## src/design/pslv_pkg.sv

```systemverilog
package pslv_pkg;

    // register byte offsets, one aligned word each
    localparam logic [7:0] OFF_PD_PINS   = 8'h00;
    localparam logic [7:0] OFF_PD_LATCH  = 8'h04;
    localparam logic [7:0] OFF_PD_DIR    = 8'h08;
    localparam logic [7:0] OFF_PE_PINS   = 8'h0c;
    localparam logic [7:0] OFF_PE_LATCH  = 8'h10;
    localparam logic [7:0] OFF_PE_CTL    = 8'h14;
    localparam logic [7:0] OFF_FLAGS     = 8'h18;
    localparam logic [7:0] OFF_FLAGS_CLR = 8'h1c;
    localparam logic [7:0] OFF_ENABLES   = 8'h20;
    localparam logic [7:0] OFF_PRIORITY  = 8'h24;
    localparam logic [7:0] OFF_ANALOG    = 8'h28;

    // port e control/direction fields
    localparam int CTL_IN_FULL  = 7;
    localparam int CTL_OUT_FULL = 6;
    localparam int CTL_IN_OVF   = 5;
    localparam int CTL_ENABLE   = 4;

    // event flag and its enable sit at bit 7 of flags/enables
    localparam int FLAG_EVENT   = 7;

    // analog select bits 7:5 cover strobe pins 2:0
    localparam int ANA_STROBE_LSB = 5;

    // strobe pin positions on port e
    localparam int PIN_READ   = 0;
    localparam int PIN_WRITE  = 1;
    localparam int PIN_SELECT = 2;

    localparam logic [7:0] RST_PD_DIR  = 8'hff;
    localparam logic [2:0] RST_PE_DIR  = 3'h7;
    localparam logic [7:0] RST_ANALOG  = 8'hff;
    localparam logic [7:0] RST_ZERO8   = 8'h00;
    localparam logic [2:0] RST_ZERO3   = 3'h0;

    localparam logic [1:0] RESP_OKAY   = 2'h0;
    localparam logic [1:0] RESP_DECERR = 2'h3;

endpackage : pslv_pkg

```

## src/design/pslv_sync.sv

```systemverilog
`timescale 1ns/1ps
module pslv_sync
    import pslv_pkg::*;
#(
    parameter int WIDTH = 11
) (
    input  wire logic             aclk,
    input  wire logic             aresetn,
    input  wire logic [WIDTH-1:0] async_in,
    output logic      [WIDTH-1:0] sync_out
);

    logic [WIDTH-1:0] meta_reg;

    // two flops; meta_reg feeds only sync_out, reset to idle-high
    always_ff @(posedge aclk) begin
        if (!aresetn) begin
            meta_reg <= '1;
            sync_out <= '1;
        end else begin
            meta_reg <= async_in;
            sync_out <= meta_reg;
        end
    end

endmodule : pslv_sync

```

## src/design/pslv_top.sv

```systemverilog
// Operation
// RL1: port d acts as slave port when enabled and no multi-output pwm runs
// RL2: slave port control and status sit in top four control bits
// RL3: external master reads and writes without a clock; strobes get sampled
// RL4: external side sees the port d latch as one 8-bit latch
// RL5: in slave mode port e pins 0,1,2 are read, write, select strobes
// RL6: software sets strobe pins as inputs and clears their analog bits
// RL7: write runs while select and write are low, ends when either rises
// RL8: write end sets event flag and input full flag
// RL9: read start drives latch onto port d and clears output full
// RL10: software write during read drives at once, output full stays clear
// RL11: read end floats port d and sets the event flag
// RL12: software waits for event flag then polls the full flags
// RL13: software read of port d clears input full; write onto full overflows
// RL14: software write outside read sets output full until master reads
`timescale 1ns/1ps
module pslv_top
    import pslv_pkg::*;
#(
    parameter int ADDR_W = 8
) (
    input  wire logic              aclk,
    input  wire logic              aresetn,
    input  wire logic [ADDR_W-1:0] s_axi_awaddr,
    input  wire logic              s_axi_awvalid,
    output logic                   s_axi_awready,
    input  wire logic [31:0]       s_axi_wdata,
    input  wire logic [3:0]        s_axi_wstrb,
    input  wire logic              s_axi_wvalid,
    output logic                   s_axi_wready,
    output logic [1:0]             s_axi_bresp,
    output logic                   s_axi_bvalid,
    input  wire logic              s_axi_bready,
    input  wire logic [ADDR_W-1:0] s_axi_araddr,
    input  wire logic              s_axi_arvalid,
    output logic                   s_axi_arready,
    output logic [31:0]            s_axi_rdata,
    output logic [1:0]             s_axi_rresp,
    output logic                   s_axi_rvalid,
    input  wire logic              s_axi_rready,
    input  wire logic [7:0]        port_d_in,
    output logic      [7:0]        port_d_out,
    output logic      [7:0]        port_d_oe,
    input  wire logic [2:0]        port_e_in,
    output logic      [2:0]        port_e_out,
    output logic      [2:0]        port_e_oe,
    input  wire logic              pwm_multi_output,
    output logic                   irq
);

    function automatic logic is_mapped(input logic [7:0] a);
        is_mapped = (a == OFF_PD_PINS)   || (a == OFF_PD_LATCH)  ||
                    (a == OFF_PD_DIR)    || (a == OFF_PE_PINS)   ||
                    (a == OFF_PE_LATCH)  || (a == OFF_PE_CTL)    ||
                    (a == OFF_FLAGS)     || (a == OFF_FLAGS_CLR) ||
                    (a == OFF_ENABLES)   || (a == OFF_PRIORITY)  ||
                    (a == OFF_ANALOG);
    endfunction : is_mapped

    logic [7:0]  aw_addr_reg;
    logic        aw_held_reg;
    logic [7:0]  w_data_reg;
    logic        w_lane0_reg;
    logic        w_held_reg;
    logic        bvalid_reg;
    logic [1:0]  bresp_reg;
    logic        rvalid_reg;
    logic [31:0] rdata_reg;
    logic [1:0]  rresp_reg;

    logic [7:0]  latch_reg;
    logic [7:0]  pd_dir_reg;
    logic [2:0]  pe_latch_reg;
    logic [2:0]  pe_dir_reg;
    logic        enable_reg;
    logic        in_full_reg;
    logic        out_full_reg;
    logic        in_ovf_reg;
    logic        event_reg;
    logic [7:0]  enables_reg;
    logic [7:0]  priority_reg;
    logic [7:0]  analog_reg;
    logic [7:0]  in_buf_reg;
    logic        wr_act_reg;
    logic        rd_act_reg;

    logic [10:0] pins_sync;
    logic [7:0]  pd_sync;
    logic [2:0]  pe_eff;
    logic        slave_on;
    logic        wr_act;
    logic        rd_act;
    logic        wr_end;
    logic        rd_start;
    logic        rd_end;
    logic        bus_wr;
    logic        sw_wr;
    logic        ar_take;
    logic        sw_pd_read;
    logic        sw_pd_write;
    logic [31:0] rd_mux;
    logic [7:0]  ctl_view;

    // strobes and data cross in from the pins through two flops
    pslv_sync #(
        .WIDTH (11)
    ) i_pslv_sync (
        .aclk     (aclk),
        .aresetn  (aresetn),
        .async_in ({port_e_in, port_d_in}),
        .sync_out (pins_sync)
    );

    assign pd_sync = pins_sync[7:0];
    // analog-selected pins read high so a strobe stays idle
    assign pe_eff  = pins_sync[10:8] | analog_reg[7:ANA_STROBE_LSB];

    assign slave_on = enable_reg && !pwm_multi_output; // RL1
    assign wr_act   = slave_on && !pe_eff[PIN_SELECT]
                      && !pe_eff[PIN_WRITE]; // RL5 RL7
    assign rd_act   = slave_on && !pe_eff[PIN_SELECT]
                      && !pe_eff[PIN_READ]; // RL5
    assign wr_end   = wr_act_reg && !wr_act; // RL7
    assign rd_start = rd_act && !rd_act_reg;
    assign rd_end   = rd_act_reg && !rd_act;

    always_ff @(posedge aclk) begin
        if (!aresetn) begin
            wr_act_reg <= 1'b0;
            rd_act_reg <= 1'b0;
        end else begin
            wr_act_reg <= wr_act; // RL3
            rd_act_reg <= rd_act; // RL3
        end
    end

    // capture the master's byte on every sampled write cycle
    always_ff @(posedge aclk) begin
        if (!aresetn) begin
            in_buf_reg <= RST_ZERO8;
        end else if (wr_act) begin
            in_buf_reg <= pd_sync; // RL4
        end
    end

    // axi write channel
    assign s_axi_awready = !aw_held_reg && !bvalid_reg;
    assign s_axi_wready  = !w_held_reg && !bvalid_reg;
    assign s_axi_bvalid  = bvalid_reg;
    assign s_axi_bresp   = bresp_reg;
    assign bus_wr        = aw_held_reg && w_held_reg && !bvalid_reg;
    assign sw_wr         = bus_wr && w_lane0_reg && is_mapped(aw_addr_reg);
    assign sw_pd_write   = sw_wr && ((aw_addr_reg == OFF_PD_PINS)
                                  || (aw_addr_reg == OFF_PD_LATCH));

    always_ff @(posedge aclk) begin
        if (!aresetn) begin
            aw_held_reg <= 1'b0;
            aw_addr_reg <= RST_ZERO8;
            w_held_reg  <= 1'b0;
            w_data_reg  <= RST_ZERO8;
            w_lane0_reg <= 1'b0;
            bvalid_reg  <= 1'b0;
            bresp_reg   <= RESP_OKAY;
        end else begin
            if (s_axi_awvalid && s_axi_awready) begin
                aw_held_reg <= 1'b1;
                aw_addr_reg <= s_axi_awaddr[7:0];
            end
            if (s_axi_wvalid && s_axi_wready) begin
                w_held_reg  <= 1'b1;
                w_data_reg  <= s_axi_wdata[7:0];
                w_lane0_reg <= s_axi_wstrb[0];
            end
            if (bus_wr) begin
                aw_held_reg <= 1'b0;
                w_held_reg  <= 1'b0;
                bvalid_reg  <= 1'b1;
                bresp_reg   <= is_mapped(aw_addr_reg) ? RESP_OKAY
                                                      : RESP_DECERR;
            end else if (bvalid_reg && s_axi_bready) begin
                bvalid_reg  <= 1'b0;
            end
        end
    end

    // axi read channel
    assign s_axi_arready = !rvalid_reg;
    assign s_axi_rvalid  = rvalid_reg;
    assign s_axi_rdata   = rdata_reg;
    assign s_axi_rresp   = rresp_reg;
    assign ar_take       = s_axi_arvalid && !rvalid_reg;
    assign sw_pd_read    = ar_take && (s_axi_araddr[7:0] == OFF_PD_PINS);

    assign ctl_view = {in_full_reg, out_full_reg, in_ovf_reg, enable_reg,
                       1'b0, pe_dir_reg}; // RL2

    always_comb begin
        rd_mux = 32'h0000_0000;
        unique case (s_axi_araddr[7:0])
            OFF_PD_PINS:  rd_mux[7:0] = slave_on ? in_buf_reg : pd_sync;
            OFF_PD_LATCH: rd_mux[7:0] = latch_reg;
            OFF_PD_DIR:   rd_mux[7:0] = pd_dir_reg;
            OFF_PE_PINS:  rd_mux[2:0] = pe_eff;
            OFF_PE_LATCH: rd_mux[2:0] = pe_latch_reg;
            OFF_PE_CTL:   rd_mux[7:0] = ctl_view;
            OFF_FLAGS:    rd_mux[FLAG_EVENT] = event_reg;
            OFF_ENABLES:  rd_mux[7:0] = enables_reg;
            OFF_PRIORITY: rd_mux[7:0] = priority_reg;
            OFF_ANALOG:   rd_mux[7:0] = analog_reg;
            default:      rd_mux = 32'h0000_0000;
        endcase
    end

    always_ff @(posedge aclk) begin
        if (!aresetn) begin
            rvalid_reg <= 1'b0;
            rdata_reg  <= 32'h0000_0000;
            rresp_reg  <= RESP_OKAY;
        end else if (ar_take) begin
            rvalid_reg <= 1'b1;
            rdata_reg  <= rd_mux;
            rresp_reg  <= is_mapped(s_axi_araddr[7:0]) ? RESP_OKAY
                                                       : RESP_DECERR;
        end else if (s_axi_rready) begin
            rvalid_reg <= 1'b0;
        end
    end

    // plain configuration registers
    always_ff @(posedge aclk) begin
        if (!aresetn) begin
            latch_reg    <= RST_ZERO8;
            pd_dir_reg   <= RST_PD_DIR;
            pe_latch_reg <= RST_ZERO3;
            pe_dir_reg   <= RST_PE_DIR;
            enable_reg   <= 1'b0;
            enables_reg  <= RST_ZERO8;
            priority_reg <= RST_ZERO8;
            analog_reg   <= RST_ANALOG;
        end else if (sw_wr) begin
            unique case (aw_addr_reg)
                OFF_PD_PINS:  latch_reg <= w_data_reg; // RL10
                OFF_PD_LATCH: latch_reg <= w_data_reg; // RL10
                OFF_PD_DIR:   pd_dir_reg <= w_data_reg;
                OFF_PE_LATCH: pe_latch_reg <= w_data_reg[2:0];
                OFF_PE_CTL: begin
                    enable_reg <= w_data_reg[CTL_ENABLE]; // RL2
                    pe_dir_reg <= w_data_reg[2:0]; // RL6
                end
                OFF_ENABLES:  enables_reg <= w_data_reg;
                OFF_PRIORITY: priority_reg <= w_data_reg;
                OFF_ANALOG:   analog_reg <= w_data_reg; // RL6
                default:      latch_reg <= latch_reg;
            endcase
        end
    end

    // handshake flags; a hardware set always beats a software clear
    always_ff @(posedge aclk) begin
        if (!aresetn) begin
            in_full_reg <= 1'b0;
        end else if (wr_end) begin
            in_full_reg <= 1'b1; // RL8
        end else if (sw_pd_read) begin
            in_full_reg <= 1'b0; // RL13
        end
    end

    always_ff @(posedge aclk) begin
        if (!aresetn) begin
            in_ovf_reg <= 1'b0;
        end else if (wr_end && in_full_reg && !sw_pd_read) begin
            in_ovf_reg <= 1'b1; // RL13
        end else if (sw_wr && (aw_addr_reg == OFF_PE_CTL)
                     && !w_data_reg[CTL_IN_OVF]) begin
            in_ovf_reg <= 1'b0;
        end
    end

    always_ff @(posedge aclk) begin
        if (!aresetn) begin
            out_full_reg <= 1'b0;
        end else if (rd_act) begin
            out_full_reg <= 1'b0; // RL9 RL10
        end else if (sw_pd_write) begin
            out_full_reg <= 1'b1; // RL14
        end
    end

    always_ff @(posedge aclk) begin
        if (!aresetn) begin
            event_reg <= 1'b0;
        end else if (wr_end || rd_end) begin
            event_reg <= 1'b1; // RL8 RL11
        end else if (sw_wr && (aw_addr_reg == OFF_FLAGS_CLR)
                     && w_data_reg[FLAG_EVENT]) begin
            event_reg <= 1'b0; // RL12
        end
    end

    assign irq = event_reg && enables_reg[FLAG_EVENT];

    // pin drivers; latch goes straight out so new data shows at once
    assign port_d_out = latch_reg; // RL4 RL10
    assign port_d_oe  = slave_on ? {8{rd_act_reg}} : ~pd_dir_reg; // RL9 RL11
    assign port_e_out = pe_latch_reg;
    assign port_e_oe  = slave_on ? 3'h0 : ~pe_dir_reg; // RL5

    a_mode_gate: assert property (
        @(posedge aclk) disable iff (!aresetn)
        !slave_on |=> !wr_act_reg && !rd_act_reg
    ) else $error("slave cycle tracked while mode is off"); // RL1

    a_write_end: assert property (
        @(posedge aclk) disable iff (!aresetn)
        wr_end |=> in_full_reg && event_reg
    ) else $error("write end did not set both flags"); // RL8

    a_strobe_seen: assert property (
        @(posedge aclk) disable iff (!aresetn)
        (slave_on && !pe_eff[PIN_SELECT] && !pe_eff[PIN_WRITE])
        ##1 (slave_on && (pe_eff[PIN_SELECT] || pe_eff[PIN_WRITE]))
        |-> wr_end
    ) else $error("write end not detected on strobe rise"); // RL7

    a_read_drive: assert property (
        @(posedge aclk) disable iff (!aresetn)
        rd_start |=> port_d_oe == 8'hff && !out_full_reg
    ) else $error("read start did not drive port or clear full"); // RL9

    a_read_release: assert property (
        @(posedge aclk) disable iff (!aresetn)
        (rd_end ##1 slave_on) |-> port_d_oe == 8'h00 && event_reg
    ) else $error("read end did not float port and flag"); // RL11

    a_write_in_read: assert property (
        @(posedge aclk) disable iff (!aresetn)
        (sw_pd_write && rd_act) |=>
            !out_full_reg && port_d_out == $past(w_data_reg)
    ) else $error("write during read mishandled"); // RL10

    a_out_full_set: assert property (
        @(posedge aclk) disable iff (!aresetn)
        (sw_pd_write && !rd_act) |=> out_full_reg
    ) else $error("output full not set by software write"); // RL14

    a_in_full_clear: assert property (
        @(posedge aclk) disable iff (!aresetn)
        (sw_pd_read && !wr_end) |=> !in_full_reg
    ) else $error("software read did not clear input full"); // RL13

    a_overflow_set: assert property (
        @(posedge aclk) disable iff (!aresetn)
        (wr_end && in_full_reg && !sw_pd_read) |=> in_ovf_reg
    ) else $error("overflow not flagged"); // RL13

    a_ctl_layout: assert property (
        @(posedge aclk) disable iff (!aresetn)
        (ar_take && s_axi_araddr[7:0] == OFF_PE_CTL) |=> s_axi_rdata[7:4]
            == $past({in_full_reg, out_full_reg, in_ovf_reg, enable_reg})
    ) else $error("control view bits misplaced"); // RL2

    a_bvalid_hold: assert property (
        @(posedge aclk) disable iff (!aresetn)
        (s_axi_bvalid && !s_axi_bready) |=> s_axi_bvalid
    ) else $error("write response dropped early");

endmodule : pslv_top

```

## config.mk

```make
export PLATFORM = sky130hd
export DESIGN_NAME = pslv_top
export DESIGN_NICKNAME = d
export VERILOG_FILES = /design/src/design/pslv_pkg.sv /design/src/design/pslv_sync.sv /design/src/design/pslv_top.sv
export SDC_FILE = /design/constraint.sdc
export NUM_CORES = 1
export LEC_CHECK = 0
export ABC_AREA = 1
export BUFFER_PORTS_ARGS = -buffer_cell sky130_fd_sc_hd__buf_2
export CORE_ASPECT_RATIO = 0.5
export CORE_MARGIN = 2
export CORE_UTILIZATION = 55
export DETAILED_ROUTE_END_ITERATION = 7
export PLACE_DENSITY = 0.83
export SLEW_MARGIN = 25
export SYNTH_ARGS = -nofsm -noshare
export SYNTH_HDL_FRONTEND = slang
export SYNTH_SLANG_ARGS = --single-unit
export TNS_END_PERCENT = 50
```

## constraint.sdc

```tcl
create_clock -name aclk -period 4.3 [get_ports aclk]
set_input_delay 0.215 -clock aclk [delete_from_list [all_inputs] [get_ports aclk]]
set_output_delay 0.215 -clock aclk [all_outputs]
set_load 0.01 [all_outputs]
```

==> flow_metrics.env, run 1 <==
export IMPL_gp_congestion=0.906
export IMPL_synth_cell_types=28
export IMPL_grt_pass1_wl_um=20700
export IMPL_grt_setup_unrepaired="no"
export IMPL_htree_levels=4
export IMPL_ant_nets=0
export IMPL_synth_seq_cells=114
export IMPL_synth_cells=740
export IMPL_p_leak_nw=3.13
export IMPL_avgViaCountPerCell=5.09
export IMPL_ys_seq_area_frac=0.439
export IMPL_synth_top_area_share=0.439
export IMPL_ys_top_cells_by_area="dfxtp_1, nand2_1, nor2_1"
export IMPL_cts_clk_slew_worst_paths_ps=50
export IMPL_antenna_found_initial=0
export IMPL_grt_overflow=0
export IMPL_finalInstanceArea_um2=6280
export IMPL_max_freq_ghz=0.389
export IMPL_cts_resized=0
export IMPL_design_die_area_um2=10300
export IMPL_nNetsFinal=897
export IMPL_routedWlPerCell_um=13.6
export IMPL_portBuffers=83
export IMPL_drc=0
export IMPL_ir_drop_mv=0.340
export IMPL_finalCriticalPeriod_ps=2570
export IMPL_maxUsedRoutingLayer="met4"
export IMPL_cts_tree="yes"
export IMPL_reg2reg_setup_slack_ps=1730
export IMPL_criticalPathCategory="reg -> reg"
export IMPL_drt_iter0_markers=391
export IMPL_die_y_um=72.7
export IMPL_finalClockSkew_ps=6.75
export IMPL_yosys_warnings=0
export IMPL_hold_violations=0
export IMPL_core_area_um2=9320
export IMPL_grt_total_usage=0.261
export IMPL_hold_class="in -> reg"
export IMPL_p_per_area_nw_per_um2=447
export IMPL_wl_um=13100
export IMPL_cts_hold_buf=11
export IMPL_grt_pass1_vias=4376
export IMPL_cts_sinks=114
export IMPL_wl_met2_um=5550
export IMPL_diodes=0
export IMPL_outcome="finished, final reports clean"
export IMPL_met3_length_um=1390
export IMPL_grt_start_max_net_pins=70
export IMPL_synth_area_um2=5200
export IMPL_finalSetupViolCount=0
export IMPL_area_delta_synth_final_pct=20.9
export IMPL_end_kind="register"
export IMPL_layout_worst_path_cycle_share=0.598
export IMPL_fin_ws_ps=1730
export IMPL_setup_tns_ps=0
export IMPL_worst_ep_arrival_time_ps=2840
export IMPL_cts_setup_buffers=0
export IMPL_start_util=0.558
export IMPL_finalPower_w=0.00281
export IMPL_die_x_um=141
export IMPL_drt_met1_wl_um=5960
export IMPL_slew_viol_final=0
export IMPL_clock_latency_ps=410
export IMPL_root_buffer="clkbuf_16"
export IMPL_worst_pin_slew_ps=774
export IMPL_dpl_cell_area_um2=5540
export IMPL_detailed_place_hpwl_um=8820
export IMPL_worstSetupStartpointType="register"
export IMPL_max_slew_margin=0.482
export IMPL_max_cap_viol_count=0
export IMPL_firstDrtPassIters=5
export IMPL_crit_required_ps=4570
export IMPL_ios=135
export IMPL_clockBufferDepth=2
export IMPL_final_layout_size_suffix_gt1_frac=0.203
export IMPL_dp_slack_ps=1870
export IMPL_netlist_top_cell_by_area="dfxtp_1"
export IMPL_numCtsBuffers=17
export IMPL_crit_fanout=19
export IMPL_synth_avg_cell_area_um2=7.03
export IMPL_vias=4889
export IMPL_num_rows=25
## routing by layer
metal / GRT usage / vias up
met5: 0 / -
met4: 0.0800 / 0
met3: 0.0879 / 16
met2: 0.400 / 228
met1: 0.352 / 2189
li1: - / 2456
## cells by family after synthesis
logic type,share of synthesized area
simple gates,0.342
buf+inv,0.113
compound gates,0.104
other cells,0.000721
flops,0.439
## cell usage in the layout (no fill, tap or decap)
master         instances
nor2_4                 2
or2_2                 23
a21oi_1               47
clkbuf_8               3
nand3b_4               2
o21a_1                 1
nor2_2                 9
nand3_2                3
buf_4                  2
clkbuf_16             17
inv_2                  7
nand3_1               38
clkinv_2               2
clkinvlp_4             3
o21ai_0               56
dlygate4sd3_1         11
nand3b_1               4
nor2_1                92
nor2_8                 1
nand2_4                3
nand2_2                5
bufinv_16              4
inv_1                 62
a211oi_2               1
nor3_1                 3
o31ai_1                1
nand2_1              199
clkinv_1               2
dfxtp_1              114
nand4_1               12
buf_2                 83
clkbuf_1               3
conb_1                24
## cell usage after synthesis (all sizes together)
cell type and count:
a211oi 1, a21oi 47, buf 36, clkbuf 16, clkinv 2, conb 1
dfxtp 114, inv 69, nand2 207, nand3 41, nand3b 6, nand4 12
nor2 104, nor3 3, o21a 1, o21ai 56, o31ai 1, or2 23
## power by group
group	switching (W)	total, W	internal [W]
Clock	0.000482	0.00150	0.00101
Sequential	0.0000308	0.00112	0.00109
Combinational	0.000130	0.000196	0.0000665
Total	0.000643	0.00281	0.00217
## layout make-up
class | count | area (um^2)
Multi-Input combinational cell | 526 | 2410
Inverter | 71 | 267
Tap cell | 121 | 151
Clock buffer | 23 | 478
Sequential cell | 114 | 2280
Clock inverter | 9 | 153
Fill cell | 789 | 3040
Timing Repair Buffer | 96 | 541
## through the flow
stage               std cells  utilization  hold slack, ps
floorplan                 763            -             322
global placement          917        0.595             396
detailed placement        917        0.595             398
CTS                       960        0.674            43.4
global route              960        0.674            53.1
finish                    960        0.674            51.6
## worst max-delay path: stages, from the launching register on
cell and delay [ps]:
dfxtp_1 370, nand2_1 350, inv_1 510, nand4_1 730, o21ai_0 420, a21oi_1 60
## worst paths after layout
path	from	to	cells after the start
setup reg to reg	enable_reg	in_buf_reg[2]	5
hold / removal	s_axi_awvalid	aw_held_reg	3
hold reg to reg	i_pslv_sync.meta_reg[10]	i_pslv_sync.sync_out[10]	1
setup / recovery	enable_reg	in_buf_reg[2]	5
Power figures use the tool's default switching activity.
==> run 2, diff against run 1 <==
--- a/config.mk
+++ b/config.mk
@@ -9,9 +9,9 @@
 export BUFFER_PORTS_ARGS = -buffer_cell sky130_fd_sc_hd__buf_2
 export CORE_ASPECT_RATIO = 0.5
 export CORE_MARGIN = 2
-export CORE_UTILIZATION = 55
+export CORE_UTILIZATION = 48
 export DETAILED_ROUTE_END_ITERATION = 7
-export PLACE_DENSITY = 0.83
+export PLACE_DENSITY = 0.76
 export SLEW_MARGIN = 25
 export SYNTH_ARGS = -nofsm -noshare
 export SYNTH_HDL_FRONTEND = slang
==> constraint.sdc (replaced) <==
create_clock -name aclk -period 2.19 [get_ports aclk]
set_input_delay 0.1095 -clock aclk [delete_from_list [all_inputs] [get_ports aclk]]
set_output_delay 0.1095 -clock aclk [all_outputs]
set_load 0.01 [all_outputs]
==> flow_metrics.env, run 2 (synthesis gave the netlist of run 1 again) <==
export IMPL_routedWlPerCell_um=13.8
export IMPL_p_per_area_nw_per_um2=848
export IMPL_grt_setup_unrepaired="no"
export IMPL_vias=4930
export IMPL_final_common_cell="nand2_1"
export IMPL_avgViaCountPerCell=4.93
export IMPL_grt_start_max_net_pins=69
export IMPL_cts_tree="yes"
export IMPL_diodes=0
export IMPL_drc=0
export IMPL_cts_hold_buf=26
export IMPL_wl_um=13800
export IMPL_gp_congestion=0.886
export IMPL_max_slew_margin=0.526
export IMPL_die_x_um=151
export IMPL_crit_slowest_cell="dfxtp_1"
export IMPL_num_rows=26
export IMPL_cts_sinks=114
export IMPL_slew_viol_final=0
export IMPL_grt_total_usage=0.244
export IMPL_drt_iter0_markers=391
export IMPL_worstSetupStartpointType="register"
export IMPL_use_met1=0.349
export IMPL_cpMostUsedCell="nand2_1"
export IMPL_max_cap_viol_count=0
export IMPL_finalCriticalPeriod_ps=2040
export IMPL_clockBufferDepth=2
export IMPL_portBuffers=83
export IMPL_clock_latency_ps=410
export IMPL_crit_family="buffers and inverters"
export IMPL_hold_class="in -> reg"
export IMPL_area_delta_synth_final_pct=25.3
export IMPL_final_cell_mix="nand2_1, dfxtp_1, nor2_1, buf_2, inv_1"
export IMPL_ir_drop_mv=0.581
export IMPL_worst_pin_slew_ps=707
export IMPL_cts_resized=0
export IMPL_finalPower_w=0.00552
export IMPL_fillers=909
export IMPL_firstDrtPassIters=5
export IMPL_design_die_area_um2=11700
export IMPL_critPathBufInv=2
export IMPL_core_area_um2=10400
export IMPL_outcome="finished, final reports clean"
export IMPL_cts_clk_slew_worst_paths_ps=50
export IMPL_finalClockSkew_ps=6.96
export IMPL_use_met2=0.362
export IMPL_max_freq_ghz=0.490
export IMPL_layout_worst_path_cycle_share=0.932
export IMPL_end_kind="primary output"
export IMPL_ios=135
export IMPL_detailed_place_hpwl_um=9450
export IMPL_cts_setup_buffers=0
export IMPL_numCtsBuffers=17
export IMPL_root_buffer="clkbuf_16"
export IMPL_grt_pass1_wl_um=21800
export IMPL_finalSetupViolCount=0
export IMPL_grt_busiest_layer="met2"
export IMPL_critical_path_max_stage_delay_ps=360
export IMPL_grt_overflow=0
export IMPL_htree_levels=4
export IMPL_antenna_found_initial=0
export IMPL_use_met3=0.0547
export IMPL_nNetsFinal=919
export IMPL_ant_nets=0
export IMPL_crit_fanout=13
export IMPL_hold_violations=0
export IMPL_criticalPathCategory="reg -> out"
export IMPL_grt_pass1_vias=4272
export IMPL_p_leak_nw=3.24
export IMPL_die_y_um=77.6
export IMPL_crit_chain="nand2_1 -> inv_1 -> nand2_1 -> o21ai_0 -> buf_2"
export IMPL_worst_ep_arrival_time_ps=1930
export IMPL_start_util=0.501
export IMPL_setup_tns_ps=0
export IMPL_final_layout_size_suffix_gt1_frac=0.209
export IMPL_crit_required_ps=2080
-- run 2: cell types whose count changed in the layout (fill, tap and decap cells not counted), sizes merged --
cell,change
buf,+7
bufinv,-1
clkinv,+2
clkinvlp,-1
dlygate4sd3,+15
-- run 2: routing by layer --
metal | vias up | share of wire | wire (um)
li1 | 2498 | - | -
met1 | 2201 | 0.47 | 6450
met2 | 215 | 0.43 | 5870
met3 | 16 | 0.094 | 1300
met4 | 0 | 0.014 | 199
met5 | - | 0 | 0
-- run 2: worst reg2reg max path: cells and delay by family, from the launching register on --
kind	cells	cell delay, ps
flip-flops	1	290
buffers and inverters	1	70
AND/OR/NAND/NOR	10	1460
-- run 2: final timing paths --
path / startpoint / endpoint / slack, ps / cells past startpoint
worst max-delay path: enable_reg / port_d_oe[6] / 150 / 5
worst min-delay path: s_axi_awaddr[4] / aw_addr_reg[4] / 0.9 / 3
worst max register to register: aw_addr_reg[1] / port_e_out[0] / 320 / 11
worst min register to register: i_pslv_sync.meta_reg[7] / i_pslv_sync.sync_out[7] / 410 / 1
-- run 2: power breakdown --
| part | internal (W) | switching, W | total, W |
|---|---|---|---|
| registers | 0.00214 | 0.0000622 | 0.00220 |
| logic | 0.000155 | 0.000260 | 0.000414 |
| clock network | 0.00196 | 0.000950 | 0.00291 |
-- run 2: area by class of cell --
cell class,instances,area (um^2),area share
Clock buffer,23,508,0.0780
Clock inverter,9,125,0.0192
Inverter,71,267,0.0409
Multi-Input combinational cell,526,2410,0.371
Sequential cell,114,2280,0.350
Tap cell,140,175,0.0269
Timing Repair Buffer,118,743,0.114
-- run 2: stage by stage --
step           cell area, um^2   util  setup WS [ps]  hold slack (ps)  cells
2_1_floorplan             5290      -            741              216    763
4_1_cts                   6510  0.628            210             1.28   1001
6_report                  6510  0.628            148            0.888   1001
5_1_grt                   6510  0.628           34.2             21.1   1001
3_5_place_dp              5620  0.542            368              298    943
3_3_place_gp              5620  0.542            434              296    943
==> run 3, diff against run 2 <==
--- a/config.mk
+++ b/config.mk
@@ -8,10 +8,10 @@
 export ABC_AREA = 1
 export BUFFER_PORTS_ARGS = -buffer_cell sky130_fd_sc_hd__buf_2
 export CORE_ASPECT_RATIO = 0.5
-export CORE_MARGIN = 2
-export CORE_UTILIZATION = 48
+export CORE_MARGIN = 5
+export CORE_UTILIZATION = 53
 export DETAILED_ROUTE_END_ITERATION = 7
-export PLACE_DENSITY = 0.76
+export PLACE_DENSITY = 0.8
 export SLEW_MARGIN = 25
 export SYNTH_ARGS = -nofsm -noshare
 export SYNTH_HDL_FRONTEND = slang
==> constraint.sdc (replaced) <==
create_clock -name aclk -period 2 [get_ports aclk]
set_input_delay 0.1 -clock aclk [delete_from_list [all_inputs] [get_ports aclk]]
set_output_delay 0.1 -clock aclk [all_outputs]
set_load 0.01 [all_outputs]
==> flow_metrics.env, run 3 (synthesis gave the netlist of run 1 again) <==
export IMPL_crit_chain="nand2_1 -> clkinvlp_4 -> nand2_2 -> o21ai_0 -> buf_2"
export IMPL_finalCriticalPeriod_ps=1820
export IMPL_root_buffer="clkbuf_16"
export IMPL_p_per_area_nw_per_um2=896
export IMPL_firstDrtPassIters=6
export IMPL_path_depth=5
export IMPL_hold_class="in -> reg"
export IMPL_avgViaCountPerCell=5.07
export IMPL_hold_end="w_data_reg[5]"
export IMPL_vias=5067
export IMPL_drt_iter0_markers=528
export IMPL_detailed_place_hpwl_um=9560
export IMPL_critPathBufInv=2
export IMPL_die_y_um=80.0
export IMPL_final_common_cell="nand2_1"
export IMPL_use_met3=0.0777
export IMPL_grt_start_max_net_pins=69
export IMPL_slew_viol_final=0
export IMPL_wl_um=13800
export IMPL_grt_total_usage=0.237
export IMPL_design_die_area_um2=12000
export IMPL_worstSetupStartpointType="register"
export IMPL_grt_busiest_layer="met2"
export IMPL_cts_tree="yes"
export IMPL_htree_levels=4
export IMPL_crit_family="buffers and inverters"
export IMPL_crit_fanout=13
export IMPL_dp_slack_ps=214
export IMPL_grt_setup_unrepaired="no"
export IMPL_hold_depth=3
export IMPL_fin_ws_ps=179
export IMPL_antenna_found_initial=0
export IMPL_finalSetupViolCount=0
export IMPL_cts_clk_slew_worst_paths_ps=60
export IMPL_critical_path_max_stage_delay_ps=330
export IMPL_ir_drop_mv=0.701
export IMPL_clockBufferDepth=2
export IMPL_rr_endpoint="pd_dir_reg[3]"
export IMPL_setup_tns_ps=0
export IMPL_end_kind="primary output"
export IMPL_ant_nets=0
export IMPL_die_x_um=150
export IMPL_ios=135
export IMPL_start_util=0.547
export IMPL_worst_ep_arrival_time_ps=1720
export IMPL_outcome="finished, final reports clean"
export IMPL_clock_latency_ps=420
export IMPL_reg2reg_depth=12
export IMPL_max_slew_margin=0.546
export IMPL_core_area_um2=9510
export IMPL_cts_sinks=114
export IMPL_criticalPathCategory="reg -> out"
export IMPL_crit_required_ps=1900
export IMPL_crit_slowest_cell="dfxtp_1"
export IMPL_reg2reg_setup_slack_ps=210
export IMPL_routedWlPerCell_um=13.9
export IMPL_layout_worst_path_cycle_share=0.911
export IMPL_grt_pass1_vias=4473
export IMPL_max_freq_ghz=0.549
export IMPL_nNetsFinal=922
export IMPL_diodes=0
export IMPL_p_leak_nw=3.20
export IMPL_grt_pass1_wl_um=21800
export IMPL_hold_violations=0
export IMPL_area_delta_synth_final_pct=25.0
export IMPL_max_cap_viol_count=0
export IMPL_drc=0
export IMPL_portBuffers=83
export IMPL_final_layout_size_suffix_gt1_frac=0.211
export IMPL_use_met2=0.355
export IMPL_worst_pin_slew_ps=677
export IMPL_reg2reg_from="aw_addr_reg[1]"
export IMPL_num_rows=25
export IMPL_hp_start="s_axi_wdata[5]"
export IMPL_finalClockSkew_ps=5.78
export IMPL_final_cell_mix="nand2_1, dfxtp_1, nor2_1, buf_2, inv_1"
export IMPL_grt_overflow=0
export IMPL_numCtsBuffers=17
export IMPL_use_met1=0.318
export IMPL_gp_congestion=0.917
[run 3: how the worst max path moves through the flow]
| stage | start | to | slack (ps) |
|---|---|---|---|
| 5_1_grt | aw_addr_reg[2] | analog_reg[2] | 50 |
| 3_5_place_dp | aw_addr_reg[1] | port_e_out[1] | 210 |
| 6_report | enable_reg | port_d_oe[2] | 180 |
| 3_3_place_gp | aw_addr_reg[1] | port_e_out[1] | 260 |
| 4_1_cts | enable_reg | port_d_oe[2] | 40 |
| 2_1_floorplan | s_axi_bvalid | port_d_out[7] | 550 |
[run 3: worst register-to-register path, cell delays in order (launching register included)]
cell     delay [ps]
dfxtp_1         290
inv_1            70
nand2_2         110
nor2_1          190
nand2_1         100
nand2_1          80
nor2_2           50
nand2_4         190
nand2_4         110
nor2_8          170
inv_2           120
nand2_1          80
nand3_1          70
[run 3: report_power, final]
part | internal, W | leakage (nW) | switching (W)
clock network | 0.00184 | 0.276 | 0.00112
logic | 0.000172 | 2.00 | 0.000285
registers | 0.00234 | 0.930 | 0.0000698
[run 3: timing repair]
item                                    4_1_cts  5_1_grt
hold buffers                                 29        0
setup buffers                                 0        1
endpoints found under the setup margin        0        7
gates resized for setup                       0        2
endpoints found under the hold margin        29        0
[run 3: cell type report]
| type | instances | area, um^2 |
|---|---|---|
| Fill cell | 802 | 3010 |
| Multi-Input combinational cell | 526 | 2420 |
| Sequential cell | 114 | 2280 |
| Timing Repair Buffer | 121 | 773 |
| Clock buffer | 17 | 425 |
| Inverter | 71 | 270 |
| Tap cell | 135 | 169 |
| Clock inverter | 15 | 161 |
[run 3: stage by stage]
step	instances	utilization	hold WS (ps)	power [W]	cell area, um^2
finish	999	0.683	9.31	0.00582	6500
detailed placement	937	0.590	288	0.00286	5610
CTS	998	0.682	2.71	0.00584	6480
global route	999	0.683	44.3	0.00603	6500
floorplan	763	-	207	0.00277	5290
global placement	937	0.590	284	0.00285	5610
[run 3: metal layers]
metal | wire, um | vias to the layer above
li1 | - | 2510
met1 | 6250 | 2299
met2 | 5810 | 225
met3 | 1490 | 33
met4 | 302 | 0
met5 | 0 | -
